File: config.mk
export PLATFORM = sky130hd
export DESIGN_NAME = scfg_top
export DESIGN_NICKNAME = d
export VERILOG_FILES = /design/src/hw/scfg_pkg.sv /design/src/hw/scfg_clk_if.sv /design/src/hw/scfg_top.sv /design/src/hw/scfg_outgate.sv
export SDC_FILE = /design/constraint.sdc
export NUM_CORES = 1
export LEC_CHECK = 0
export BUFFER_PORTS_ARGS = -buffer_cell sky130_fd_sc_hd__buf_4
export CAP_MARGIN = 30
export CELL_PAD_IN_SITES_DETAIL_PLACEMENT = 0
export CELL_PAD_IN_SITES_GLOBAL_PLACEMENT = 1
export CORE_ASPECT_RATIO = 1.25
export CORE_UTILIZATION = 55
export CTS_BUF_LIST = sky130_fd_sc_hd__clkbuf_4 sky130_fd_sc_hd__clkbuf_8
export CTS_CLUSTER_SIZE = 10
export DETAILED_ROUTE_END_ITERATION = 6
export PLACE_DENSITY = 0.91
export SYNTH_ARGS = -nofsm -noshare
export SYNTH_HDL_FRONTEND = slang
export SYNTH_SLANG_ARGS = --single-unit
File: constraint.sdc
create_clock -name ref_clk -period 4.9 [get_ports ref_clk]
set_input_delay 0.98 -clock ref_clk [delete_from_list [all_inputs] [get_ports ref_clk]]
set_output_delay 0.98 -clock ref_clk [all_outputs]
set_load 0.02 [all_outputs]
File: src/hw/scfg_pkg.sv
// package: constants, states and layouts of the synthesizer configuration block
// Overview of operation
// - read returns low then high register
// - read starts at address, no pointer
// - command register never appears on reads
// - address 10110 plus two pins, read bit
// - registers and active dividers may differ
// - readback command copies active into registers
// - capture pins at master reset release
// - capture same in either programming mode
// - floating pins give default M 500, NA 010, NB 0, P 0
// - parallel mode: dividers follow pins continuously
// - parallel configuration readable over serial
// - lock pin and bit change together
// - lock drops immediately on lost lock
// - lock reported after qualifying delay
// - relock retried and reported after loss
// - stop input holds output low
// - stop synchronized, no runt pulses
// - independent stops, half-rate alignment may differ
// - coincident rising edges stay coincident
// - master reset forces outputs low
// - apply command copies registers into dividers
// - readback opcode 0x08, upper nibble ignored
// - step up/down changes feedback only
`default_nettype none
package scfg_pkg;
  localparam logic [4:0] ADDR_FIXED     = 5'h16;
  localparam logic [7:0] REG_L_OFFSET   = 8'h00;
  localparam logic [7:0] REG_H_OFFSET   = 8'h01;
  localparam logic [7:0] REG_CMD_OFFSET = 8'hF0;
  localparam logic [3:0] CMD_STEP_UP    = 4'h1;
  localparam logic [3:0] CMD_STEP_DOWN  = 4'h2;
  localparam logic [3:0] CMD_APPLY      = 4'h4;
  localparam logic [3:0] CMD_READBACK   = 4'h8;
  // high register field positions
  localparam int H_M_HI  = 6;
  localparam int H_NA    = 3;
  localparam int H_NB    = 2;
  localparam int H_P     = 1;
  localparam int H_LOCK  = 0;
  // default configuration (floating pins)
  localparam logic [9:0] DEF_M  = 10'h1F4;
  localparam logic [2:0] DEF_NA = 3'h2;
  localparam logic       DEF_NB = 1'h0;
  localparam logic       DEF_P  = 1'h0;
  // lock qualification length, cycles
  localparam int LOCK_QUAL_DEFAULT = 1024;
  // synchronizer bank layout
  localparam int NSYNC   = 24;
  localparam int SY_SCL  = 0;
  localparam int SY_SDA  = 1;
  localparam int SY_MR   = 2;
  localparam int SY_PSEL = 3;
  localparam int SY_LOCK = 4;
  localparam int SY_STOP = 5;
  localparam int SY_ADR  = 7;
  localparam int SY_M    = 9;
  localparam int SY_NA   = 19;
  localparam int SY_NB   = 22;
  localparam int SY_P    = 23;
  localparam logic [NSYNC-1:0] SYNC_RESET = 24'h000003;
  localparam logic [2:0] POST_CODE_MAX = 3'h5;
  typedef enum logic [3:0] {
    SCFG_IDLE, SCFG_ADDR, SCFG_ADDR_ACK, SCFG_ACK_HOLD, SCFG_TX, SCFG_TX_END,
    SCFG_MACK, SCFG_RX, SCFG_RX_END, SCFG_RX_ACK
  } scfg_state_type;
endpackage
`default_nettype wire

File: src/hw/scfg_clk_if.sv
// interface: divider settings and stop controls toward the output gate
`default_nettype none
interface scfg_clk_if;
  logic [2:0] na;
  logic       nb;
  logic       run;
  logic [1:0] stop_n;
  logic [1:0] clk_out;
  modport ctrl (output na, nb, run, stop_n, input clk_out);
  modport gate (input na, nb, run, stop_n, output clk_out);
endinterface
`default_nettype wire

File: src/hw/scfg_top.sv
// module: serial/parallel configuration, lock qualification and output control
`default_nettype none
module scfg_top
  import scfg_pkg::*;
#(
  parameter int LOCK_QUAL_CYCLES = LOCK_QUAL_DEFAULT
) (
  input  wire logic       ref_clk,
  input  wire logic       nrst,
  input  wire logic       scl_in,
  input  wire logic       sda_in,
  output logic            sda_out,
  output logic            sda_oe,
  input  wire logic       address_select_hi,
  input  wire logic       address_select_lo,
  input  wire logic       master_reset_n,
  input  wire logic       parallel_select_n,
  input  wire logic [9:0] feedback_pins,
  input  wire logic [2:0] primary_post_divider_pins,
  input  wire logic       secondary_post_divider_pin,
  input  wire logic       pre_divider_pin,
  input  wire logic       pll_freq_lock,
  input  wire logic [1:0] output_stop_n,
  output logic            lock_out,
  output logic [9:0]      feedback_divider,
  output logic            pre_divider_sel,
  output logic [2:0]      primary_post_divider,
  output logic            secondary_post_divider,
  output logic            primary_clock_out,
  output logic            secondary_clock_out
);
  // ----------------------------------------------------------------
  // input synchronizers
  // ----------------------------------------------------------------
  logic [NSYNC-1:0] pins_raw;
  logic [NSYNC-1:0] s1;
  logic [NSYNC-1:0] s2;
  logic [NSYNC-1:0] s3;
  logic [NSYNC-1:0] filt;

  assign pins_raw = {pre_divider_pin, secondary_post_divider_pin, primary_post_divider_pins,
                     feedback_pins, address_select_hi, address_select_lo, output_stop_n,
                     pll_freq_lock, parallel_select_n, master_reset_n, sda_in, scl_in};

  genvar g;
  generate
    for (g = 0; g < NSYNC; g++) begin : g_sync
      always_ff @(posedge ref_clk or negedge nrst) begin
        if (!nrst) begin
          s1[g] <= SYNC_RESET[g];
          s2[g] <= SYNC_RESET[g];
          s3[g] <= SYNC_RESET[g];
          filt[g] <= SYNC_RESET[g];
        end else begin
          s1[g] <= pins_raw[g];
          s2[g] <= s1[g];
          s3[g] <= s2[g];
          if (s2[g] == s3[g]) begin
            filt[g] <= s3[g];
          end
        end
      end
    end
  endgenerate

  logic       scl;
  logic       sda;
  logic       mr_n;
  logic       psel_n;
  logic [9:0] pin_m;
  logic [2:0] pin_na;
  logic       scl_d;
  logic       sda_d;
  logic       mr_d;
  logic       scl_rise;
  logic       scl_fall;
  logic       bus_start;
  logic       bus_stop;
  logic       mr_rise;

  assign scl = filt[SY_SCL];
  assign sda = filt[SY_SDA];
  assign mr_n = filt[SY_MR];
  assign psel_n = filt[SY_PSEL];
  assign pin_m = filt[SY_M +: 10];
  assign pin_na = filt[SY_NA +: 3];
  assign scl_rise = scl & ~scl_d;
  assign scl_fall = ~scl & scl_d;
  assign bus_start = scl & scl_d & sda_d & ~sda;
  assign bus_stop = scl & scl_d & ~sda_d & sda;
  assign mr_rise = mr_n & ~mr_d;

  always_ff @(posedge ref_clk or negedge nrst) begin
    if (!nrst) begin
      scl_d <= 1'b1;
      sda_d <= 1'b1;
      mr_d <= 1'b0;
    end else begin
      scl_d <= scl;
      sda_d <= sda;
      mr_d <= mr_n;
    end
  end

  // ----------------------------------------------------------------
  // configuration registers and active dividers
  // ----------------------------------------------------------------
  logic [7:0] reg_l;
  logic [7:1] reg_h;
  logic [9:0] act_m;
  logic [2:0] act_na;
  logic       act_nb;
  logic       act_p;
  logic [7:0] next_reg_l;
  logic [7:1] next_reg_h;
  logic [9:0] next_act_m;
  logic [2:0] next_act_na;
  logic       next_act_nb;
  logic       next_act_p;
  logic       wr_en;
  logic [7:0] wr_ptr;
  logic [7:0] wr_data;
  logic       lock;

  always_comb begin
    next_reg_l = reg_l;
    next_reg_h = reg_h;
    next_act_m = act_m;
    next_act_na = act_na;
    next_act_nb = act_nb;
    next_act_p = act_p;
    if (mr_rise || !psel_n) begin
      // capture ignores the programming mode
      next_act_m = pin_m;
      next_act_na = pin_na;
      next_act_nb = filt[SY_NB];
      next_act_p = filt[SY_P];
      next_reg_l = pin_m[7:0];
      next_reg_h = {pin_m[9:8], pin_na, filt[SY_NB], filt[SY_P]};
    end else if (wr_en) begin
      if (wr_ptr == REG_L_OFFSET) begin
        next_reg_l = wr_data;
      end else if (wr_ptr == REG_H_OFFSET) begin
        next_reg_h = wr_data[7:1];
      end else if (wr_ptr == REG_CMD_OFFSET) begin
        case (wr_data[3:0])
          CMD_STEP_UP: next_act_m = 10'(act_m + 10'h001);
          CMD_STEP_DOWN: next_act_m = 10'(act_m - 10'h001);
          CMD_APPLY: begin
            next_act_m = {reg_h[7:6], reg_l};
            next_act_na = reg_h[H_NA +: 3];
            next_act_nb = reg_h[H_NB];
            next_act_p = reg_h[H_P];
          end
          CMD_READBACK: begin
            next_reg_l = act_m[7:0];
            next_reg_h = {act_m[9:8], act_na, act_nb, act_p};
          end
          default: next_act_m = act_m;
        endcase
      end
    end
  end

  always_ff @(posedge ref_clk or negedge nrst) begin
    if (!nrst) begin
      reg_l <= DEF_M[7:0];
      reg_h <= {DEF_M[9:8], DEF_NA, DEF_NB, DEF_P};
      act_m <= DEF_M;
      act_na <= DEF_NA;
      act_nb <= DEF_NB;
      act_p <= DEF_P;
    end else begin
      reg_l <= next_reg_l;
      reg_h <= next_reg_h;
      act_m <= next_act_m;
      act_na <= next_act_na;
      act_nb <= next_act_nb;
      act_p <= next_act_p;
    end
  end

  // pll uses: vco = ref * m / p, output = vco / post divider
  assign feedback_divider = act_m;
  assign pre_divider_sel = act_p;
  assign primary_post_divider = act_na;
  assign secondary_post_divider = act_nb;

  // ----------------------------------------------------------------
  // serial slave
  // ----------------------------------------------------------------
  scfg_state_type st;
  scfg_state_type next_st;
  logic [7:0] shreg;
  logic [7:0] next_shreg;
  logic [2:0] bitcnt;
  logic [2:0] next_bitcnt;
  logic       drive;
  logic       next_drive;
  logic       is_rd;
  logic       next_is_rd;
  logic       is_data;
  logic       next_is_data;
  logic       byte_sel;
  logic       next_byte_sel;
  logic       ack_ok;
  logic       next_ack_ok;
  logic       next_wr_en;
  logic [7:0] next_wr_ptr;
  logic [7:0] next_wr_data;
  logic [7:0] rd_hi;

  // only the two configuration registers are ever sent
  assign rd_hi = {reg_h, lock};

  always_comb begin
    next_st = st;
    next_shreg = shreg;
    next_bitcnt = bitcnt;
    next_drive = drive;
    next_is_rd = is_rd;
    next_is_data = is_data;
    next_byte_sel = byte_sel;
    next_ack_ok = ack_ok;
    next_wr_en = 1'b0;
    next_wr_ptr = wr_ptr;
    next_wr_data = wr_data;
    if (!mr_n || bus_stop) begin
      next_st = SCFG_IDLE;
      next_drive = 1'b0;
    end else if (bus_start) begin
      next_st = SCFG_ADDR;
      next_bitcnt = 3'h0;
      next_drive = 1'b0;
    end else begin
      case (st)
        SCFG_ADDR, SCFG_RX: begin
          if (scl_rise) begin
            next_shreg = {shreg[6:0], sda};
            next_bitcnt = 3'(bitcnt + 3'h1);
            if (bitcnt == 3'h7) begin
              next_st = (st == SCFG_ADDR) ? SCFG_ADDR_ACK : SCFG_RX_END;
            end
          end
        end
        SCFG_ADDR_ACK: begin
          if (scl_fall) begin
            if (shreg[7:1] == {ADDR_FIXED, filt[SY_ADR + 1], filt[SY_ADR]}) begin
              next_drive = 1'b1;
              next_is_rd = shreg[0];
              next_st = SCFG_ACK_HOLD;
            end else begin
              next_st = SCFG_IDLE;
            end
          end
        end
        SCFG_ACK_HOLD: begin
          if (scl_fall) begin
            next_bitcnt = 3'h0;
            if (is_rd) begin
              // data follows the address directly, low register first
              next_shreg = reg_l;
              next_drive = ~reg_l[7];
              next_byte_sel = 1'b0;
              next_st = SCFG_TX;
            end else begin
              next_drive = 1'b0;
              next_is_data = 1'b0;
              next_st = SCFG_RX;
            end
          end
        end
        SCFG_TX: begin
          if (scl_fall) begin
            next_shreg = {shreg[6:0], 1'b0};
            next_drive = ~shreg[6];
          end else if (scl_rise) begin
            next_bitcnt = 3'(bitcnt + 3'h1);
            if (bitcnt == 3'h7) begin
              next_st = SCFG_TX_END;
            end
          end
        end
        SCFG_TX_END: begin
          if (scl_fall) begin
            next_drive = 1'b0;
            next_st = SCFG_MACK;
          end
        end
        SCFG_MACK: begin
          if (scl_rise) begin
            next_ack_ok = ~sda;
          end else if (scl_fall) begin
            if (ack_ok) begin
              next_byte_sel = ~byte_sel;
              next_shreg = byte_sel ? reg_l : rd_hi;
              next_drive = byte_sel ? ~reg_l[7] : ~rd_hi[7];
              next_bitcnt = 3'h0;
              next_st = SCFG_TX;
            end else begin
              next_st = SCFG_IDLE;
            end
          end
        end
        SCFG_RX_END: begin
          if (scl_fall) begin
            next_drive = 1'b1;
            next_st = SCFG_RX_ACK;
          end
        end
        SCFG_RX_ACK: begin
          if (scl_fall) begin
            next_drive = 1'b0;
            next_bitcnt = 3'h0;
            next_is_data = ~is_data;
            if (is_data) begin
              next_wr_data = shreg;
              next_wr_en = 1'b1;
            end else begin
              next_wr_ptr = shreg;
            end
            next_st = SCFG_RX;
          end
        end
        default: next_st = SCFG_IDLE;
      endcase
    end
  end

  always_ff @(posedge ref_clk or negedge nrst) begin
    if (!nrst) begin
      st <= SCFG_IDLE;
      shreg <= 8'h00;
      bitcnt <= 3'h0;
      drive <= 1'b0;
      is_rd <= 1'b0;
      is_data <= 1'b0;
      byte_sel <= 1'b0;
      ack_ok <= 1'b0;
      wr_en <= 1'b0;
      wr_ptr <= 8'h00;
      wr_data <= 8'h00;
    end else begin
      st <= next_st;
      shreg <= next_shreg;
      bitcnt <= next_bitcnt;
      drive <= next_drive;
      is_rd <= next_is_rd;
      is_data <= next_is_data;
      byte_sel <= next_byte_sel;
      ack_ok <= next_ack_ok;
      wr_en <= next_wr_en;
      wr_ptr <= next_wr_ptr;
      wr_data <= next_wr_data;
    end
  end

  assign sda_out = 1'b0;
  assign sda_oe = drive;

  // ----------------------------------------------------------------
  // lock qualification
  // ----------------------------------------------------------------
  logic [31:0] lock_cnt;
  logic [31:0] next_lock_cnt;
  logic        next_lock;

  always_comb begin
    next_lock_cnt = lock_cnt;
    next_lock = lock;
    if (!filt[SY_LOCK]) begin
      next_lock_cnt = 32'h00000000;
      next_lock = 1'b0;
    end else if (lock_cnt >= 32'(LOCK_QUAL_CYCLES)) begin
      next_lock = 1'b1;
    end else begin
      next_lock_cnt = 32'(lock_cnt + 32'h00000001);
    end
  end

  always_ff @(posedge ref_clk or negedge nrst) begin
    if (!nrst) begin
      lock_cnt <= 32'h00000000;
      lock <= 1'b0;
    end else begin
      lock_cnt <= next_lock_cnt;
      lock <= next_lock;
    end
  end

  // pin and register bit share one flop
  assign lock_out = lock;

  // ----------------------------------------------------------------
  // output clocks
  // ----------------------------------------------------------------
  scfg_clk_if cif ();

  assign cif.na = act_na;
  assign cif.nb = act_nb;
  assign cif.run = mr_n;
  assign cif.stop_n = filt[SY_STOP +: 2];

  scfg_outgate u_gate (
    .ref_clk (ref_clk),
    .nrst    (nrst),
    .cif     (cif)
  );

  assign primary_clock_out = cif.clk_out[0];
  assign secondary_clock_out = cif.clk_out[1];
endmodule
`default_nettype wire

File: src/hw/scfg_outgate.sv
// module: output divider with synchronous per-output clock stop
`default_nettype none
module scfg_outgate
  import scfg_pkg::*;
(
  input  wire logic  ref_clk,
  input  wire logic  nrst,
  scfg_clk_if.gate   cif
);
  logic [6:0] cnt;
  logic [6:0] next_cnt;
  logic [1:0] en;
  logic [1:0] next_en;
  logic [1:0] outq;
  logic [1:0] next_outq;
  logic [1:0] raw;
  logic [2:0] k;

  always_comb begin
    k = (cif.na > POST_CODE_MAX) ? POST_CODE_MAX : cif.na;
    raw[0] = cnt[k];
    // half rate: xor keeps its rising edge on a primary rising edge
    raw[1] = cif.nb ? (cnt[k + 3'h1] ^ cnt[k]) : cnt[k];
    next_cnt = cif.run ? 7'(cnt + 7'h01) : 7'h00;
  end

  genvar g;
  generate
    for (g = 0; g < 2; g++) begin : g_out
      always_comb begin
        // enable follows stop only while the raw clock is low; master reset clears it at once
        next_en[g] = raw[g] ? en[g] : cif.stop_n[g];
        next_outq[g] = raw[g] & next_en[g];
        if (!cif.run) begin
          next_en[g] = 1'b0;
          next_outq[g] = 1'b0;
        end
      end
    end
  endgenerate

  always_ff @(posedge ref_clk or negedge nrst) begin
    if (!nrst) begin
      cnt <= 7'h00;
      en <= 2'h0;
      outq <= 2'h0;
    end else begin
      cnt <= next_cnt;
      en <= next_en;
      outq <= next_outq;
    end
  end

  assign cif.clk_out = outq;
endmodule
`default_nettype wire

==> results.py <==
metrics = {
    "routing": {
        "vias": 6463,
        "antenna_left": 0,
        "route.detailed.drc": 0,
        "dr.pass1.iters": 7,
        "drt-initial-drc-count": 561,
        "finalWirelength_mm": 20.8,
        "post_drt_wl_per_cell_um": 19.1,
        "vias_per_cell": 5.93,
    },
    "final_layout": {
        "n_antenna_cell": 0,
        "areaGrowthSynthToFinish_pct": 12.5,
        "nets": 882,
        "layout-drive-gt1-share_pct": 19.8,
    },
    "synthesis": {
        "netlist-cell-type-count": 83,
        "synthFlopType": "dfrtp_1",
        "synth-seq-cells": 210,
        "synthesis.area_um2": 9230,
        "synth_edf_count": 0,
        "async_reset_ff_share_pct": 100,
        "synthCells": 805,
        "ys_warn_count": 0,
        "ys_seq_area_share_pct": 57.2,
        "avgSynthCellArea_um2": 11.5,
        "syn-num-nets": 838,
    },
    "floorplan": {
        "num_rows": 52,
        "start_util_pct": 56.5,
        "die_area_um2": 17300,
        "fp.dieH_um": 147,
        "die_w_um": 118,
        "num_io_pins": 46,
        "core_um2": 16300,
    },
    "placed_design": {
        "portBuffers": 44,
        "hpwlAfterDp_mm": 14.1,
        "gp_congestion": 0.886,
        "dpl_worst_slack_ns": 2.23,
    },
    "setup_path": {
        "worst-path-max-fanout": 22,
        "slowest_delay_ns": 0.77,
        "cp_slowest_cell": "dfrtp_1",
        "cp_top_family": "compound AO/OA/AOI/OAI gates",
        "cp-end-kind": "flop",
        "worstPathArrival_ns": 3.17,
        "critPathBufInv": 1,
        "worstPathCellList": "clkinv_1 -> o21ai_0 -> a211oi_1 -> a2111o_1 -> mux2_1",
        "rrSetupSlack_ns": 2.12,
        "crit_required_ns": 5.29,
        "start_kind": "flop",
        "path_class": "reg -> reg",
    },
    "clock_tree": {
        "cts_tree": "yes",
        "ctsResizeCount": 0,
        "postCtsSetupBuffers": 0,
        "root_buffer": "clkbuf_8",
        "clkTransAtPathRegs_ns": 0.06,
        "clock_latency_ns": 0.52,
        "clock_tree.buffer_depth": 3,
        "htreeDepth": 2,
        "cts_num_sinks": 210,
        "postCtsHoldBufs": 0,
        "cts_buffers": 34,
    },
    "timing": {
        "finalMaxSlewViolations": 0,
        "hold_viol": 0,
        "rsz0062_at_grt": "false",
        "fin_skew_ns": 0.0177,
        "tns_ns": 0,
        "min_period_ns": 2.78,
        "max-slew-margin-rel_pct": 36.2,
        "final.period_utilization_pct": 56.7,
        "setup_viol": 0,
        "worstMarginPinSlew_ns": 0.957,
        "fmax_mhz": 360,
        "fin_ws_ns": 2.12,
    },
    "power_and_ir_drop": {
        "power_switching_mw": 1.16,
        "power_density_nw_per_um2": 401,
        "netSwitchingFraction_pct": 28.0,
        "peakVddDrop_uv": 317,
        "p_leak_nw": 4.66,
        "pwr-share-clk_pct": 36.1,
        "p_total_mw": 4.16,
        "power_frac_comb_pct": 13.2,
        "p_int_mw": 3.00,
        "seqPwrFrac_pct": 50.7,
    },
    "global_route": {
        "grt_start_max_net_pins": 96,
        "antenna_found_initial": 0,
        "grt_remaining_overflow": 0,
        "grt_pass1_wl_mm": 34.1,
        "grt_pass1_vias": 6562,
        "gr-usage-all-layers_pct": 24.9,
    },
    "run": {
        "maxCapViolCount": 0,
    },
    "min_path": {
        "hold_path.class": "reg -> reg",
    },
    "outcome": {
        "status": "finished clean",
    },
}
## flip-flops by register name (all words and copies together), names as in the netlist, 8 cells and up
register,count
lock_cnt,32
s1,24
s2,24
s3,24
filt,18
feedback_divider,10
reg_l,8
shreg,8
wr_data,8
wr_ptr,8
## power by group through the flow
stage          combinational [mW]  sequential, mW  clock, mW
2_1_floorplan               0.381            2.06          0
3_3_place_gp                0.527            2.12          0
3_5_place_dp                0.546            2.13          0
4_1_cts                     0.550            2.11       1.55
5_1_grt                     0.606            2.13       1.63
6_report                    0.548            2.11       1.50
## layout make-up
cell class              instances  area, um^2
flip-flops and latches        210        5290
repair buffers                 52         394
inverters                      31         116
clock inverters                 7        42.5
clock buffers                  53         648
fillers                      1308        5950
well taps                     216         270
multi-input cells             520        3630
## worst paths after layout
kind,from,cells past startpoint,endpoint
worst min-delay path,s1[15],0,s2[15]
worst max register to register,st[0],5,shreg[0]
min in group asynchronous,nrst,1,st[2]
worst max-delay path,st[0],5,shreg[0]
worst min register to register,s1[15],0,s2[15]
max in group asynchronous,nrst,2,reg_l[5]
## synth_stat cells (3+ instances only)
master	count	area (um^2)
nand2_1	52	195
buf_2	14	70.1
nor2b_1	7	43.8
xor2_1	10	87.6
nor3_1	22	110
maj3_1	24	240
ha_1	7	87.6
mux2i_1	37	370
a22oi_1	4	30.0
a222oi_1	14	140
and2_1	32	200
a21boi_0	5	37.5
o21a_1	3	22.5
a211oi_1	8	60.1
nand2b_1	13	81.3
nand4_1	8	50.1
nor4_1	15	93.8
dfrtp_1	186	4650
or3_1	5	31.3
o31ai_1	3	22.5
mux2_2	21	236
a21oi_1	26	130
dfstp_2	24	631
o21ai_0	39	195
clkbuf_1	23	86.3
o21ai_1	3	15.0
o211a_1	4	40.0
nand3_1	19	95.1
and3_1	10	62.6
or4_1	5	37.5
o211ai_1	5	37.5
xnor2_1	10	87.6
a31oi_1	12	75.1
inv_1	29	109
nor3b_1	7	52.6
nor2_1	37	139
## per-layer routing
layer / vias to the layer above / part of all wire [%] / track usage, %
li1: 2990 / - / -
met1: 3243 / 43 / 31.5
met2: 190 / 50 / 42.2
met3: 40 / 4.7 / 4.39
met4: 0 / 2.6 / 10.8
met5: - / 0 / 0
## placed cells by master, fill, tap and decap left out, types with 3 or more instances in the layout
cell type	instances
a31oi_1	12
nor3b_1	7
nand2b_1	13
o21a_1	3
o211a_1	4
clkbuf_4	13
dfstp_2	24
nand3_1	19
nand2_1	52
xor2_1	10
nand4_1	8
and2_1	32
xnor2_1	10
clkinv_2	5
o31ai_1	3
mux2_2	21
a22oi_1	4
mux2i_1	37
a222oi_1	14
o21ai_0	39
inv_1	29
dfrtp_1	186
nor2b_1	7
ha_1	7
nor4_1	15
or4_1	5
maj3_1	24
a211oi_1	8
nor3_1	22
a21oi_1	26
o211ai_1	5
and3_1	10
or3_1	5
nor2_1	37
buf_4	50
a21boi_0	5
clkbuf_8	41
## metrics by stage
stage	instances	hold WS (ns)	util (%)	cell area, um^2
global placement	1028	0.333	59.3	9690
finish	1089	0.346	63.6	10400
detailed placement	1029	0.336	59.4	9690
CTS	1089	0.349	63.6	10400
floorplan	805	0.331	-	9230
global route	1089	0.353	63.6	10400
## cells by family after synthesis
| group | share of synthesized area (%) |
|---|---|
| multiplexers | 6.69 |
| AND/OR/NAND/NOR | 15.6 |
| adder cells (fa/ha/maj) | 3.55 |
| AO/OA/AOI/OAI | 11.4 |
| XOR/XNOR | 1.90 |
| other | 0.0406 |
| flip-flops | 57.2 |
| buffers and inverters | 3.52 |
Power figures use the tool's default switching activity.
